File: src/verilog/sme_pkg.sv
// Constants, opcodes, register map and types for the shift/move executor.
// Assumes an APB3 master with 32-bit data and a 12-bit byte address.
`default_nettype none

package sme_pkg;

  // ----------------------------------------------------------------
  // Widths
  // ----------------------------------------------------------------
  localparam int unsigned DATA_W = 8;   // File register width
  localparam int unsigned PTR_W = 16;   // Indirect pointer width
  localparam int unsigned BANK_W = 5;   // Bank select width
  localparam int unsigned PAGE_W = 7;   // Program counter high latch width
  localparam int unsigned INSTR_W = 14; // Instruction word width
  localparam int unsigned FILE_W = 7;   // Direct file address width
  localparam int unsigned OFS_W = 6;    // Signed indirect offset width
  localparam int unsigned APB_AW = 12;  // APB byte address width

  // ----------------------------------------------------------------
  // Register byte offsets
  // ----------------------------------------------------------------
  localparam logic [11:0] OFS_INSTR = 12'h000;  // Write: execute one instruction
  localparam logic [11:0] OFS_ACC = 12'h004;    // Working accumulator
  localparam logic [11:0] OFS_STATUS = 12'h008; // Carry, zero, unknown opcode
  localparam logic [11:0] OFS_BANK = 12'h00c;   // Bank select
  localparam logic [11:0] OFS_PAGE = 12'h010;   // Program counter high latch
  localparam logic [11:0] OFS_PTR [2] = '{12'h014, 12'h018}; // Indirect pointers
  localparam logic [11:0] OFS_DADDR = 12'h01c;  // Software data file address
  localparam logic [11:0] OFS_DATA = 12'h020;   // Software data file window

  // ----------------------------------------------------------------
  // Status bit positions
  // ----------------------------------------------------------------
  localparam int unsigned ST_CARRY = 0;
  localparam int unsigned ST_ZERO = 1;
  localparam int unsigned ST_UNK = 2;

  // ----------------------------------------------------------------
  // Opcodes, each matched on the top bits of the word
  // ----------------------------------------------------------------
  localparam logic [5:0] OPC_SHIFT = 6'h0d;     // Bits 13:8, d at 7, f at 6:0
  localparam logic [5:0] OPC_COPY = 6'h08;      // Bits 13:8, d at 7, f at 6:0
  localparam logic [5:0] OPC_ACC_LIT = 6'h30;   // Bits 13:8, literal 7:0
  localparam logic [6:0] OPC_IND_OFS = 7'h7e;   // Bits 13:7, n at 6, k 5:0
  localparam logic [6:0] OPC_PAGE_LIT = 7'h63;  // Bits 13:7, literal 6:0
  localparam logic [10:0] OPC_IND_MODE = 11'h002; // Bits 13:3, n at 2, mm 1:0
  localparam logic [8:0] OPC_BANK_LIT = 9'h001; // Bits 13:5, literal 4:0

  // Indirect mode field codes
  localparam logic [1:0] MM_PRE_INC = 2'b00;
  localparam logic [1:0] MM_PRE_DEC = 2'b01;
  localparam logic [1:0] MM_POST_INC = 2'b10;
  localparam logic [1:0] MM_POST_DEC = 2'b11;

  // Direct addresses that are windows onto the pointers
  localparam logic [6:0] WIN_ADDR [2] = '{7'h00, 7'h01};

  // Reset values and pointer step
  localparam logic [7:0] RST_ACC = 8'h00;
  localparam logic [15:0] RST_PTR = 16'h0000;
  localparam logic [15:0] PTR_STEP = 16'h0001;

  // Decoded instruction kinds
  typedef enum logic [2:0] {
    SME_OP_BAD, SME_OP_SHIFT, SME_OP_COPY, SME_OP_IND,
    SME_OP_BANK, SME_OP_PAGE, SME_OP_ACC, SME_OP_SWRD
  } sme_op_t;

  // Sequencer states
  typedef enum {SME_IDLE, SME_WAIT, SME_EXEC, SME_RESP} sme_state_t;

endpackage

`default_nettype wire

File: src/verilog/sme_dfile_if.sv
// Port bundle between the executor and its data file memory.
// Assumes both ends share pclk; read data arrive one edge after re.
`timescale 1ns/1ps
`default_nettype none

interface sme_dfile_if #(
  parameter int unsigned ADDR_W = 9,
  parameter int unsigned DATA_W = 8
);
  logic [ADDR_W-1:0] addr;  // Word address
  logic re;                 // Read strobe
  logic we;                 // Write strobe
  logic [DATA_W-1:0] wdata; // Write data
  logic [DATA_W-1:0] rdata; // Registered read data

  // Executor side
  modport ctrl (output addr, output re, output we, output wdata, input rdata);
  // Memory side
  modport mem (input addr, input re, input we, input wdata, output rdata);
endinterface

`default_nettype wire

File: src/verilog/sme_dfile.sv
// Data file memory: synchronous write, registered read.
// Assumes one clock; contents are not cleared by reset.
`timescale 1ns/1ps
`default_nettype none

module sme_dfile #(
  parameter int unsigned ADDR_W = 9,
  parameter int unsigned DATA_W = 8
) (
  input wire logic pclk,
  input wire logic presetn,
  sme_dfile_if.mem port
);

  // Storage, left uninitialised to map onto plain RAM
  logic [DATA_W-1:0] mem [2**ADDR_W];

  // ----------------------------------------------------------------
  // Write port
  // ----------------------------------------------------------------
  always_ff @(posedge pclk) begin
    if (port.we) begin
      mem[port.addr] <= port.wdata;
    end
  end

  // ----------------------------------------------------------------
  // Read port, output held between reads
  // ----------------------------------------------------------------
  always_ff @(posedge pclk or negedge presetn) begin
    if (!presetn) begin
      port.rdata <= '0;
    end else if (port.re) begin
      port.rdata <= mem[port.addr];
    end
  end

endmodule

`default_nettype wire

File: src/verilog/sme_exec.sv
// Shift/move instruction executor with an APB register front end.
// Assumes an APB3 master; one instruction is run per write to INSTR.
//
// Our own choices: the register offsets and the APB interface to the registers.
`timescale 1ns/1ps
`default_nettype none

module sme_exec #(
  parameter int unsigned ADDR_W = 9 // Data file address width, at most 16
) (
  input wire logic pclk,
  input wire logic presetn,
  input wire logic [sme_pkg::APB_AW-1:0] paddr,
  input wire logic psel,
  input wire logic penable,
  input wire logic pwrite,
  input wire logic [31:0] pwdata,
  output logic [31:0] prdata,
  output logic pready,
  output logic pslverr
);

  // ----------------------------------------------------------------
  // Architectural state
  // ----------------------------------------------------------------
  logic [sme_pkg::DATA_W-1:0] acc;            // Working accumulator
  logic carry;                                // Carry flag
  logic zero;                                 // Zero flag
  logic unk;                                  // Last instruction not decoded
  logic [sme_pkg::BANK_W-1:0] bank_select;    // Bank select
  logic [sme_pkg::PAGE_W-1:0] program_counter_high_latch; // Page latch
  logic [sme_pkg::PTR_W-1:0] indirect_pointer [2]; // Indirect pointers
  logic [sme_pkg::PTR_W-1:0] sw_addr;         // Software data address

  // ----------------------------------------------------------------
  // Sequencer and captured instruction
  // ----------------------------------------------------------------
  sme_pkg::sme_state_t state;
  sme_pkg::sme_state_t next_state;
  sme_pkg::sme_op_t op_q;                     // Operation in flight
  logic dest_q;                               // Destination bit in flight

  // Data file port
  sme_dfile_if #(.ADDR_W(ADDR_W), .DATA_W(sme_pkg::DATA_W)) dfile ();

  sme_dfile #(
    .ADDR_W(ADDR_W),
    .DATA_W(sme_pkg::DATA_W)
  ) u_dfile (
    .pclk(pclk),
    .presetn(presetn),
    .port(dfile.mem)
  );

  // ----------------------------------------------------------------
  // Bus qualifiers
  // ----------------------------------------------------------------
  logic acc_start; // First access cycle seen while idle
  logic sw_wr;     // Software write accepted this cycle
  logic is_instr;  // Write to the instruction register
  logic is_data;   // Access to the data window
  logic hit;       // Address is mapped

  assign acc_start = (state == sme_pkg::SME_IDLE) && psel && penable && !pready;
  assign sw_wr = acc_start && pwrite;
  assign is_instr = pwrite && (paddr == sme_pkg::OFS_INSTR);
  assign is_data = (paddr == sme_pkg::OFS_DATA);

  // Every offset in the map answers, other offsets raise pslverr
  always_comb begin
    hit = 1'b0;
    case (paddr)
      sme_pkg::OFS_INSTR, sme_pkg::OFS_ACC, sme_pkg::OFS_STATUS,
      sme_pkg::OFS_BANK, sme_pkg::OFS_PAGE, sme_pkg::OFS_PTR[0],
      sme_pkg::OFS_PTR[1], sme_pkg::OFS_DADDR, sme_pkg::OFS_DATA: begin
        hit = 1'b1;
      end
      default: begin
        hit = 1'b0;
      end
    endcase
  end

  // ----------------------------------------------------------------
  // Instruction decode from the write data
  // ----------------------------------------------------------------
  logic [sme_pkg::INSTR_W-1:0] iw;          // Instruction word
  sme_pkg::sme_op_t dec_op;                 // Decoded operation
  logic dec_dest;                           // Destination bit
  logic dec_sel;                            // Pointer index
  logic [sme_pkg::PTR_W-1:0] dec_addr;      // Operand address
  logic [sme_pkg::PTR_W-1:0] dec_ptr_next;  // Pointer after the load
  logic [sme_pkg::PTR_W-1:0] ptr_cur;       // Selected pointer
  logic [sme_pkg::PTR_W-1:0] ptr_inc;       // Selected pointer plus one
  logic [sme_pkg::PTR_W-1:0] ptr_dec;       // Selected pointer minus one
  logic [sme_pkg::PTR_W-1:0] ofs_ext;       // Sign-extended offset

  assign iw = pwdata[sme_pkg::INSTR_W-1:0];

  // Pointer index decoded apart from the opcode, so the pointer mux never loops back
  assign dec_sel = (iw[13:7] == sme_pkg::OPC_IND_OFS) ? iw[6] : iw[2];

  // Direct file address, window addresses replaced by the pointer value
  function automatic logic [sme_pkg::PTR_W-1:0] direct_addr(
    input logic [sme_pkg::FILE_W-1:0] f,
    input logic [sme_pkg::BANK_W-1:0] bk,
    input logic [sme_pkg::PTR_W-1:0] p0,
    input logic [sme_pkg::PTR_W-1:0] p1
  );
    logic [sme_pkg::PTR_W-1:0] a;
    a = {4'h0, bk, f};
    if (f == sme_pkg::WIN_ADDR[0]) begin
      a = p0;
    end else if (f == sme_pkg::WIN_ADDR[1]) begin
      a = p1;
    end
    return a;
  endfunction

  // Pointer arithmetic wraps in sixteen bits on its own
  assign ptr_cur = indirect_pointer[dec_sel];
  assign ptr_inc = ptr_cur + sme_pkg::PTR_STEP;
  assign ptr_dec = ptr_cur - sme_pkg::PTR_STEP;
  assign ofs_ext = {{(sme_pkg::PTR_W - sme_pkg::OFS_W){iw[sme_pkg::OFS_W-1]}}, iw[sme_pkg::OFS_W-1:0]};

  // Opcodes are disjoint, so the order of tests is free
  always_comb begin
    dec_op = sme_pkg::SME_OP_BAD;
    dec_dest = iw[7];
    dec_addr = direct_addr(iw[6:0], bank_select, indirect_pointer[0], indirect_pointer[1]);
    dec_ptr_next = ptr_cur;
    if (iw[13:8] == sme_pkg::OPC_SHIFT) begin
      dec_op = sme_pkg::SME_OP_SHIFT;
    end else if (iw[13:8] == sme_pkg::OPC_COPY) begin
      dec_op = sme_pkg::SME_OP_COPY;
    end else if (iw[13:8] == sme_pkg::OPC_ACC_LIT) begin
      dec_op = sme_pkg::SME_OP_ACC;
    end else if (iw[13:7] == sme_pkg::OPC_IND_OFS) begin
      // Offset mode: pointer plus k, pointer left alone
      dec_op = sme_pkg::SME_OP_IND;
      dec_addr = ptr_cur + ofs_ext;
      dec_ptr_next = ptr_cur;
    end else if (iw[13:7] == sme_pkg::OPC_PAGE_LIT) begin
      dec_op = sme_pkg::SME_OP_PAGE;
    end else if (iw[13:3] == sme_pkg::OPC_IND_MODE) begin
      dec_op = sme_pkg::SME_OP_IND;
      case (iw[1:0])
        sme_pkg::MM_PRE_INC: begin
          dec_addr = ptr_inc;
          dec_ptr_next = ptr_inc;
        end
        sme_pkg::MM_PRE_DEC: begin
          dec_addr = ptr_dec;
          dec_ptr_next = ptr_dec;
        end
        sme_pkg::MM_POST_INC: begin
          dec_addr = ptr_cur;
          dec_ptr_next = ptr_inc;
        end
        default: begin
          dec_addr = ptr_cur;
          dec_ptr_next = ptr_dec;
        end
      endcase
    end else if (iw[13:5] == sme_pkg::OPC_BANK_LIT) begin
      dec_op = sme_pkg::SME_OP_BANK;
    end
  end

  // Operations that must read the data file first
  logic dec_needs_mem;
  assign dec_needs_mem = (dec_op == sme_pkg::SME_OP_SHIFT) || (dec_op == sme_pkg::SME_OP_COPY) ||
                         (dec_op == sme_pkg::SME_OP_IND);

  // ----------------------------------------------------------------
  // Sequencer
  // ----------------------------------------------------------------
  // Accesses that read the data file take three cycles, the rest take one
  always_comb begin
    next_state = state;
    case (state)
      sme_pkg::SME_IDLE: begin
        if (acc_start) begin
          if (is_instr && dec_needs_mem) begin
            next_state = sme_pkg::SME_WAIT;
          end else if (is_data && !pwrite) begin
            next_state = sme_pkg::SME_WAIT;
          end else begin
            next_state = sme_pkg::SME_RESP;
          end
        end
      end
      sme_pkg::SME_WAIT: begin
        next_state = sme_pkg::SME_EXEC;
      end
      sme_pkg::SME_EXEC: begin
        next_state = sme_pkg::SME_RESP;
      end
      sme_pkg::SME_RESP: begin
        next_state = sme_pkg::SME_IDLE;
      end
      default: begin
        next_state = sme_pkg::SME_IDLE;
      end
    endcase
  end

  // State register
  always_ff @(posedge pclk or negedge presetn) begin
    if (!presetn) begin
      state <= sme_pkg::SME_IDLE;
    end else begin
      state <= next_state;
    end
  end

  // Capture what the execute cycle needs
  always_ff @(posedge pclk or negedge presetn) begin
    if (!presetn) begin
      op_q <= sme_pkg::SME_OP_BAD;
      dest_q <= 1'b0;
    end else if (acc_start) begin
      op_q <= is_instr ? dec_op : sme_pkg::SME_OP_SWRD;
      dest_q <= dec_dest;
    end
  end

  // ----------------------------------------------------------------
  // Execute-cycle results
  // ----------------------------------------------------------------
  logic exec_fire;                          // Memory data valid this cycle
  logic [sme_pkg::DATA_W-1:0] shift_res;    // Right shift result

  assign exec_fire = (state == sme_pkg::SME_EXEC);
  assign shift_res = {1'b0, dfile.rdata[sme_pkg::DATA_W-1:1]};

  // ----------------------------------------------------------------
  // Data file port
  // ----------------------------------------------------------------
  // Write-back reuses the read address, so the window redirect holds for both
  logic [sme_pkg::PTR_W-1:0] opnd_q; // Operand address in flight

  always_ff @(posedge pclk or negedge presetn) begin
    if (!presetn) begin
      opnd_q <= '0;
      dfile.addr <= '0;
      dfile.re <= 1'b0;
      dfile.we <= 1'b0;
      dfile.wdata <= '0;
    end else begin
      dfile.re <= 1'b0;
      dfile.we <= 1'b0;
      if (acc_start && is_instr && dec_needs_mem) begin
        opnd_q <= dec_addr;
        dfile.addr <= dec_addr[ADDR_W-1:0];
        dfile.re <= 1'b1;
      end else if (acc_start && is_data) begin
        dfile.addr <= sw_addr[ADDR_W-1:0];
        dfile.re <= !pwrite;
        dfile.we <= pwrite;
        dfile.wdata <= pwdata[sme_pkg::DATA_W-1:0];
      end else if (exec_fire && dest_q) begin
        if (op_q == sme_pkg::SME_OP_SHIFT) begin
          dfile.addr <= opnd_q[ADDR_W-1:0];
          dfile.we <= 1'b1;
          dfile.wdata <= shift_res;
        end else if (op_q == sme_pkg::SME_OP_COPY) begin
          dfile.addr <= opnd_q[ADDR_W-1:0];
          dfile.we <= 1'b1;
          dfile.wdata <= dfile.rdata;
        end
      end
    end
  end

  // ----------------------------------------------------------------
  // Accumulator and flags
  // ----------------------------------------------------------------
  // Software and instructions never touch these in the same cycle
  always_ff @(posedge pclk or negedge presetn) begin
    if (!presetn) begin
      acc <= sme_pkg::RST_ACC;
      carry <= 1'b0;
      zero <= 1'b0;
      unk <= 1'b0;
    end else if (sw_wr && (paddr == sme_pkg::OFS_ACC)) begin
      acc <= pwdata[sme_pkg::DATA_W-1:0];
    end else if (sw_wr && (paddr == sme_pkg::OFS_STATUS)) begin
      carry <= pwdata[sme_pkg::ST_CARRY];
      zero <= pwdata[sme_pkg::ST_ZERO];
      unk <= pwdata[sme_pkg::ST_UNK];
    end else if (sw_wr && is_instr) begin
      unk <= (dec_op == sme_pkg::SME_OP_BAD);
      if (dec_op == sme_pkg::SME_OP_ACC) begin
        acc <= iw[7:0];
      end
    end else if (exec_fire) begin
      case (op_q)
        sme_pkg::SME_OP_SHIFT: begin
          carry <= dfile.rdata[0];
          zero <= (shift_res == '0);
          if (!dest_q) begin
            acc <= shift_res;
          end
        end
        sme_pkg::SME_OP_COPY: begin
          zero <= (dfile.rdata == '0);
          if (!dest_q) begin
            acc <= dfile.rdata;
          end
        end
        sme_pkg::SME_OP_IND: begin
          acc <= dfile.rdata;
          zero <= (dfile.rdata == '0);
        end
        default: begin
          acc <= acc;
        end
      endcase
    end
  end

  // ----------------------------------------------------------------
  // Bank select and page latch
  // ----------------------------------------------------------------
  always_ff @(posedge pclk or negedge presetn) begin
    if (!presetn) begin
      bank_select <= '0;
      program_counter_high_latch <= '0;
    end else if (sw_wr && (paddr == sme_pkg::OFS_BANK)) begin
      bank_select <= pwdata[sme_pkg::BANK_W-1:0];
    end else if (sw_wr && (paddr == sme_pkg::OFS_PAGE)) begin
      program_counter_high_latch <= pwdata[sme_pkg::PAGE_W-1:0];
    end else if (sw_wr && is_instr && (dec_op == sme_pkg::SME_OP_BANK)) begin
      bank_select <= iw[sme_pkg::BANK_W-1:0];
    end else if (sw_wr && is_instr && (dec_op == sme_pkg::SME_OP_PAGE)) begin
      program_counter_high_latch <= iw[sme_pkg::PAGE_W-1:0];
    end
  end

  // ----------------------------------------------------------------
  // Indirect pointers, one process per pointer
  // ----------------------------------------------------------------
  // The step is applied at issue; the read address was fixed already
  for (genvar g = 0; g < 2; g++) begin : g_ptr
    always_ff @(posedge pclk or negedge presetn) begin
      if (!presetn) begin
        indirect_pointer[g] <= sme_pkg::RST_PTR;
      end else if (sw_wr && (paddr == sme_pkg::OFS_PTR[g])) begin
        indirect_pointer[g] <= pwdata[sme_pkg::PTR_W-1:0];
      end else if (sw_wr && is_instr && (dec_op == sme_pkg::SME_OP_IND) && (dec_sel == g)) begin
        indirect_pointer[g] <= dec_ptr_next;
      end
    end
  end

  // Software data address
  always_ff @(posedge pclk or negedge presetn) begin
    if (!presetn) begin
      sw_addr <= '0;
    end else if (sw_wr && (paddr == sme_pkg::OFS_DADDR)) begin
      sw_addr <= pwdata[sme_pkg::PTR_W-1:0];
    end
  end

  // ----------------------------------------------------------------
  // Register read mux
  // ----------------------------------------------------------------
  logic [31:0] rd_mux;

  always_comb begin
    rd_mux = 32'h0000_0000;
    case (paddr)
      sme_pkg::OFS_ACC: begin
        rd_mux = {24'h00_0000, acc};
      end
      sme_pkg::OFS_STATUS: begin
        rd_mux = {29'h0000_0000, unk, zero, carry};
      end
      sme_pkg::OFS_BANK: begin
        rd_mux = {27'h000_0000, bank_select};
      end
      sme_pkg::OFS_PAGE: begin
        rd_mux = {25'h000_0000, program_counter_high_latch};
      end
      sme_pkg::OFS_PTR[0]: begin
        rd_mux = {16'h0000, indirect_pointer[0]};
      end
      sme_pkg::OFS_PTR[1]: begin
        rd_mux = {16'h0000, indirect_pointer[1]};
      end
      sme_pkg::OFS_DADDR: begin
        rd_mux = {16'h0000, sw_addr};
      end
      default: begin
        rd_mux = 32'h0000_0000;
      end
    endcase
  end

  // ----------------------------------------------------------------
  // APB response
  // ----------------------------------------------------------------
  // pready is raised for exactly the cycle spent in the response state
  always_ff @(posedge pclk or negedge presetn) begin
    if (!presetn) begin
      prdata <= 32'h0000_0000;
      pready <= 1'b0;
      pslverr <= 1'b0;
    end else begin
      pready <= (next_state == sme_pkg::SME_RESP);
      if (acc_start) begin
        pslverr <= !hit;
        prdata <= pwrite ? 32'h0000_0000 : rd_mux;
      end else if (exec_fire && (op_q == sme_pkg::SME_OP_SWRD)) begin
        prdata <= {24'h00_0000, dfile.rdata};
      end else if (state == sme_pkg::SME_RESP) begin
        pslverr <= 1'b0;
      end
    end
  end

endmodule

`default_nettype wire

File: config.mk
export PLATFORM = sky130hd
export DESIGN_NAME = sme_exec
export DESIGN_NICKNAME = d
export VERILOG_FILES = /design/src/verilog/sme_pkg.sv /design/src/verilog/sme_dfile_if.sv /design/src/verilog/sme_dfile.sv /design/src/verilog/sme_exec.sv
export SDC_FILE = /design/constraint.sdc
export NUM_CORES = 2
export LEC_CHECK = 0
export BUFFER_PORTS_ARGS = -buffer_cell sky130_fd_sc_hd__buf_2
export CAP_MARGIN = 20
export CORE_ASPECT_RATIO = 2
export CORE_MARGIN = 2
export CORE_UTILIZATION = 39
export CTS_CLUSTER_DIAMETER = 50
export DETAILED_ROUTE_END_ITERATION = 7
export HOLD_SLACK_MARGIN = 0.1
export PLACE_DENSITY_LB_ADDON = 0.1
export SYNTH_ARGS = -nofsm -noshare
export SYNTH_HDL_FRONTEND = slang
export SYNTH_SLANG_ARGS = --single-unit
File: constraint.sdc
create_clock -name pclk -period 8 [get_ports pclk]
set_clock_uncertainty 0.05 [all_clocks]
set_input_delay 0.4 -clock pclk [delete_from_list [all_inputs] [get_ports pclk]]
set_output_delay 0.4 -clock pclk [all_outputs]
set_load 0.1 [all_outputs]
==> results list <==
- The flow ran to the end, and the final reports show no timing, DRC or antenna violations.
- Final TNS setup: 0 ns
- Register area share after synthesis: 75.94%
* Worst VDD drop: 0.1808 mV
- Count of synthesis-stage warnings from yosys: 0
- The total overflow left after global routing is 0.
- The final-report hold violation count came to 0.
- Post-synthesis average cell area: 21.01 µm²
- By startpoint and endpoint, the worst setup path is classified as flip-flop to flip-flop.
* Count of flip-flops with a built-in enable after synthesis: 4,096
- Max-cap violations in this run came to 0.
- In the final design database the tool counted 8,270 nets.
* Worst setup path startpoint: dfile.addr[0]
- I/O pins: 83
- Detailed placement ended at an HPWL of 346,400 µm.
* Total area of sequential cells: 0.1271 mm²
* Layer carrying the most global-route usage: met2
* CTS tree: built
- Number of distinct library cells after synthesis: 86
- The area growth from synthesis to layout is 12.08%.
- Global routing used 2.934% of the available met3 tracks.
* Post-synthesis cell area: 0.1673 mm²
* Port bufs: 50
- Xor and xnor fraction of the mapped netlist area: 0.1728%
- Per report_power, the clock group accounts for 43.2% of the total.
- Clock transition time at the flip-flop clock pins of the worst setup and hold paths: 0.07 ns
- Net switching is 19.89% of the power.
* Achievable Freq: 0.1828 GHz
* Via count of the first global-routing pass: 87,230
* Unrepaired setup endpoints after global routing: false
* Worst r2r src: dfile.addr[0]
* Kind of end point of the critical path: flip-flop
* Required @ worst endpoint: 8.74 ns
- Kind of start point of the critical path: flip-flop
- The congestion estimate from routability-driven global placement came to 0.8869.
* Setup Viol. Count Final: 0
- Cells with a size suffix above 1 make up 24.89% of the layout.
- Fill cell instance count of the final layout: 36,840
* Total power: 0.04258 W
* Initial antenna violation count: 29
- Minimum period implied by the final worst setup slack: 5.471 ns
* Resize count post-CTS: 0
* Static Leakage: 47.21 nW
* Insertion delay of the later-clocked pin in the worst-skew pair: 0.98 ns
* FP Rows: 340
- Logic gate share of total power: 0.4%
* Overall die area: 0.4345 mm²
- Largest area contributor in the synthesized netlist: sky130_fd_sc_hd__edfxtp_1
- The synthesized design devotes to its leading area cell type 73.53% of total area.
- In the final layout, the multi-input gates occupy 0.03828 mm².
- CORE AREA: 0.4280 mm²
* Synthesized-area fraction occupied by and/or/nand/nor cells: 2.959%
- Starting density of the core: 39.09%
- Chip Height: 930.2 µm
* Share of synthesized cell area in full adder, half adder and majority cells: 0.08676%
- The total count of max-transition violations in the final report came to 0.
- Worst-Margin Slew: 1.469 ns
* Post-CTS Setup Bufs: 0
- Global routing used 27.34% of the available met1 tracks.
- In this run the worst path has a maximum fanout of 66.
- Detailed-routing iteration count for the pre-antenna-repair pass: 7
- The share of total power dissipated in sequential elements is 56.5%.
- Cell Int Power: 0.03411 W
- Synthesized-area fraction occupied by ao, oa, aoi and oai cells: 2.387%
- By area, the combinational part of the netlist is dominated by multiplexers.
- Final routed wirelength across all metal layers: 536,600 µm
* WP data arrival: 6.21 ns
- Reported net switching power: 0.008469 W
- Area contributors post-synth: sky130_fd_sc_hd__edfxtp_1, sky130_fd_sc_hd__mux4_2, sky130_fd_sc_hd__dfrtp_1
- The root buffer cell chosen for the clock tree is sky130_fd_sc_hd__clkbuf_16.
* Global routing usage on met2: 45.18%
* Slew Limit Headroom: 2.052%
- Dominant register cell in the synthesized netlist: sky130_fd_sc_hd__edfxtp_1
* Overall via count from detail_route: 82,670
- Counting flops with an async set or reset pin after synthesis yields a share of 3.782%.
* Tcrit/Tclk final: 68.39%
* Leading cell type by number of instances after synthesis: sky130_fd_sc_hd__edfxtp_1
- TritonCTS created 372 clock buffers.
- Entering global routing, the biggest net connects 189 pins.
- Final routed wire length divided by cell count: 37.79 µm
* Pwr/cell area: 227.1 mW/mm²
- The first global-routing pass estimated 736,300 µm of wire.
- Post-route DRC: 0
- In this run, synthesis produced a sequential element count of 4,257.
* Post-Syn Instances: 7,963
- Via density per instance: 5.821
- Count of hold-fix buffers inserted at cts: 32
- The die is 467.1 µm wide.
- Type of the worst min-delay path: input port to flip-flop
* Cell types with the highest counts after synthesis: sky130_fd_sc_hd__edfxtp_1, sky130_fd_sc_hd__mux4_2, sky130_fd_sc_hd__nor2_1
* TritonCTS sink count: 4,257
- Detailed router's first-iteration violation count: 8,599
- Count of antenna-violating nets left after detailed routing: 0
* Mux contribution to synthesized area: 16.97%
- Across every metal layer, demand over resource in global routing totals 24.56%.
- The clock passes through at most 4 buffers.
* Maximum level of the CTS H-tree: 5
* Start point of the worst min-delay path: penable
layout by cell type (no fill, tap or decap), drive strengths merged, types with 8 or more instances in the layout:
| cell type | netlist | layout |
|---|---|---|
| conb | 1 | 46 |
| a22o | 16 | 16 |
| nor3 | 45 | 45 |
| nor2b | 27 | 27 |
| dfrtp | 161 | 161 |
| a22oi | 127 | 127 |
| nand2 | 225 | 225 |
| o21ai | 157 | 157 |
| or3 | 8 | 8 |
| xor2 | 14 | 14 |
| bufinv | 0 | 39 |
| mux2i | 194 | 194 |
| clkinvlp | 0 | 18 |
| xnor2 | 19 | 19 |
| mux4 | 1151 | 1151 |
| edfxtp | 4096 | 4096 |
| nor3b | 10 | 10 |
| dlygate4sd3 | 0 | 31 |
| buf | 294 | 288 |
| nor2 | 637 | 637 |
| and3 | 15 | 15 |
| nor4 | 21 | 21 |
| ha | 10 | 10 |
| mux2 | 47 | 47 |
| and2 | 12 | 12 |
| a211oi | 25 | 25 |
| o22ai | 37 | 37 |
| a31oi | 20 | 20 |
| clkinv | 1 | 162 |
| o21a | 10 | 10 |
| inv | 28 | 39 |
| a221oi | 16 | 16 |
| a21oi | 105 | 105 |
| o2111ai | 8 | 8 |
| clkbuf | 199 | 446 |
| a2111oi | 16 | 16 |
| nand3 | 77 | 77 |
| nand4 | 24 | 24 |
| nand2b | 15 | 15 |
| diode | 0 | 50 |
worst max-delay path: stages, from the launching register on:
cell and delay, ns:
sky130_fd_sc_hd__dfrtp_4 0.70, sky130_fd_sc_hd__buf_16 0.31, sky130_fd_sc_hd__buf_12 0.51, sky130_fd_sc_hd__buf_4 0.54
sky130_fd_sc_hd__mux4_2 0.59, sky130_fd_sc_hd__mux2i_1 0.28, sky130_fd_sc_hd__nor3_1 0.08, sky130_fd_sc_hd__buf_4 0.19
sky130_fd_sc_hd__a2111oi_0 0.46, sky130_fd_sc_hd__nand4_1 0.24, sky130_fd_sc_hd__nor4_1 0.97, sky130_fd_sc_hd__a31oi_1 0.18
power groups by stage:
stage	Combinational [W]	Clock, W	Sequential (W)
CTS	0.000154	0.0187	0.0240
global route	0.000164	0.0194	0.0240
finish	0.000154	0.0184	0.0240
detailed placement	0.000142	0	0.0245
global placement	0.000140	0	0.0245
floorplan	0.0000901	0	0.0245
path summary, 6_finish.rpt:
kind / depth (start not counted) / slack (ns) / to
worst max-delay path: 11 / 2.53 / u_dfile.port.rdata[0]
worst min-delay path: 6 / 0.17 / carry
worst max register to register: 11 / 2.53 / u_dfile.port.rdata[0]
worst min register to register: 2 / 0.43 / opnd_q[6]
max in group asynchronous: 5 / 5.73 / dfile.wdata[7]
min in group asynchronous: 4 / 0.49 / indirect_pointer[11]
through the flow:
| step | utilization [%] | cell area, µm² | setup slack, ns | cells | hold slack, ns |
|---|---|---|---|---|---|
| detailed placement | 40.89 | 175000 | 2.549 | 13440 | 0.3320 |
| floorplan | - | 167500 | 0.4815 | 8008 | 0.05441 |
| global placement | 40.87 | 174900 | 2.384 | 13440 | 0.3236 |
| CTS | 43.77 | 187300 | 2.511 | 14150 | 0.1166 |
| finish | 43.81 | 187500 | 2.529 | 14200 | 0.1669 |
| global route | 43.81 | 187500 | 2.372 | 14190 | 0.2162 |
layout make-up:
type,instances,share of cell area (%)
well taps,5643,3.766
diodes,50,0.06673
flip-flops and latches,4257,67.77
clock buffers,444,5.232
repair buffers,321,1.531
clock inverters,229,1.151
inverters,29,0.06206
multi-input cells,3229,20.42
cell families after synthesis:
group                      count (synthesis)
AOI/OAI and AO/OA                        601
xor gates and xnor gates                  33
adders and majority gates                 11
buffers and inverters                    522
DFF                                     4257
muxes                                   1392
other                                      1
and+or+nand+nor                         1146
registers in the layout, indices dropped and copies added (netlist names), 3 cells and up:
register,count
indirect_pointer,32
dfile.wdata,8
prdata,16
u_dfile.mem,4096
op_q,3
program_counter_high_latch,7
acc,8
bank_select,5
dfile.addr,9
state,32
u_dfile.port.rdata,8
opnd_q,9
sw_addr,16
routing by layer:
metal  vias to the layer above  wire length, µm  part of all wire (%)
li1                      33510                -                     -
met5                         -               62                 0.012
met3                       898            24580                   4.6
met2                      2851           290800                    54
met4                        10            34700                   6.5
met1                     45400           186500                    35
No activity file was read; power rests on OpenSTA's default activity.
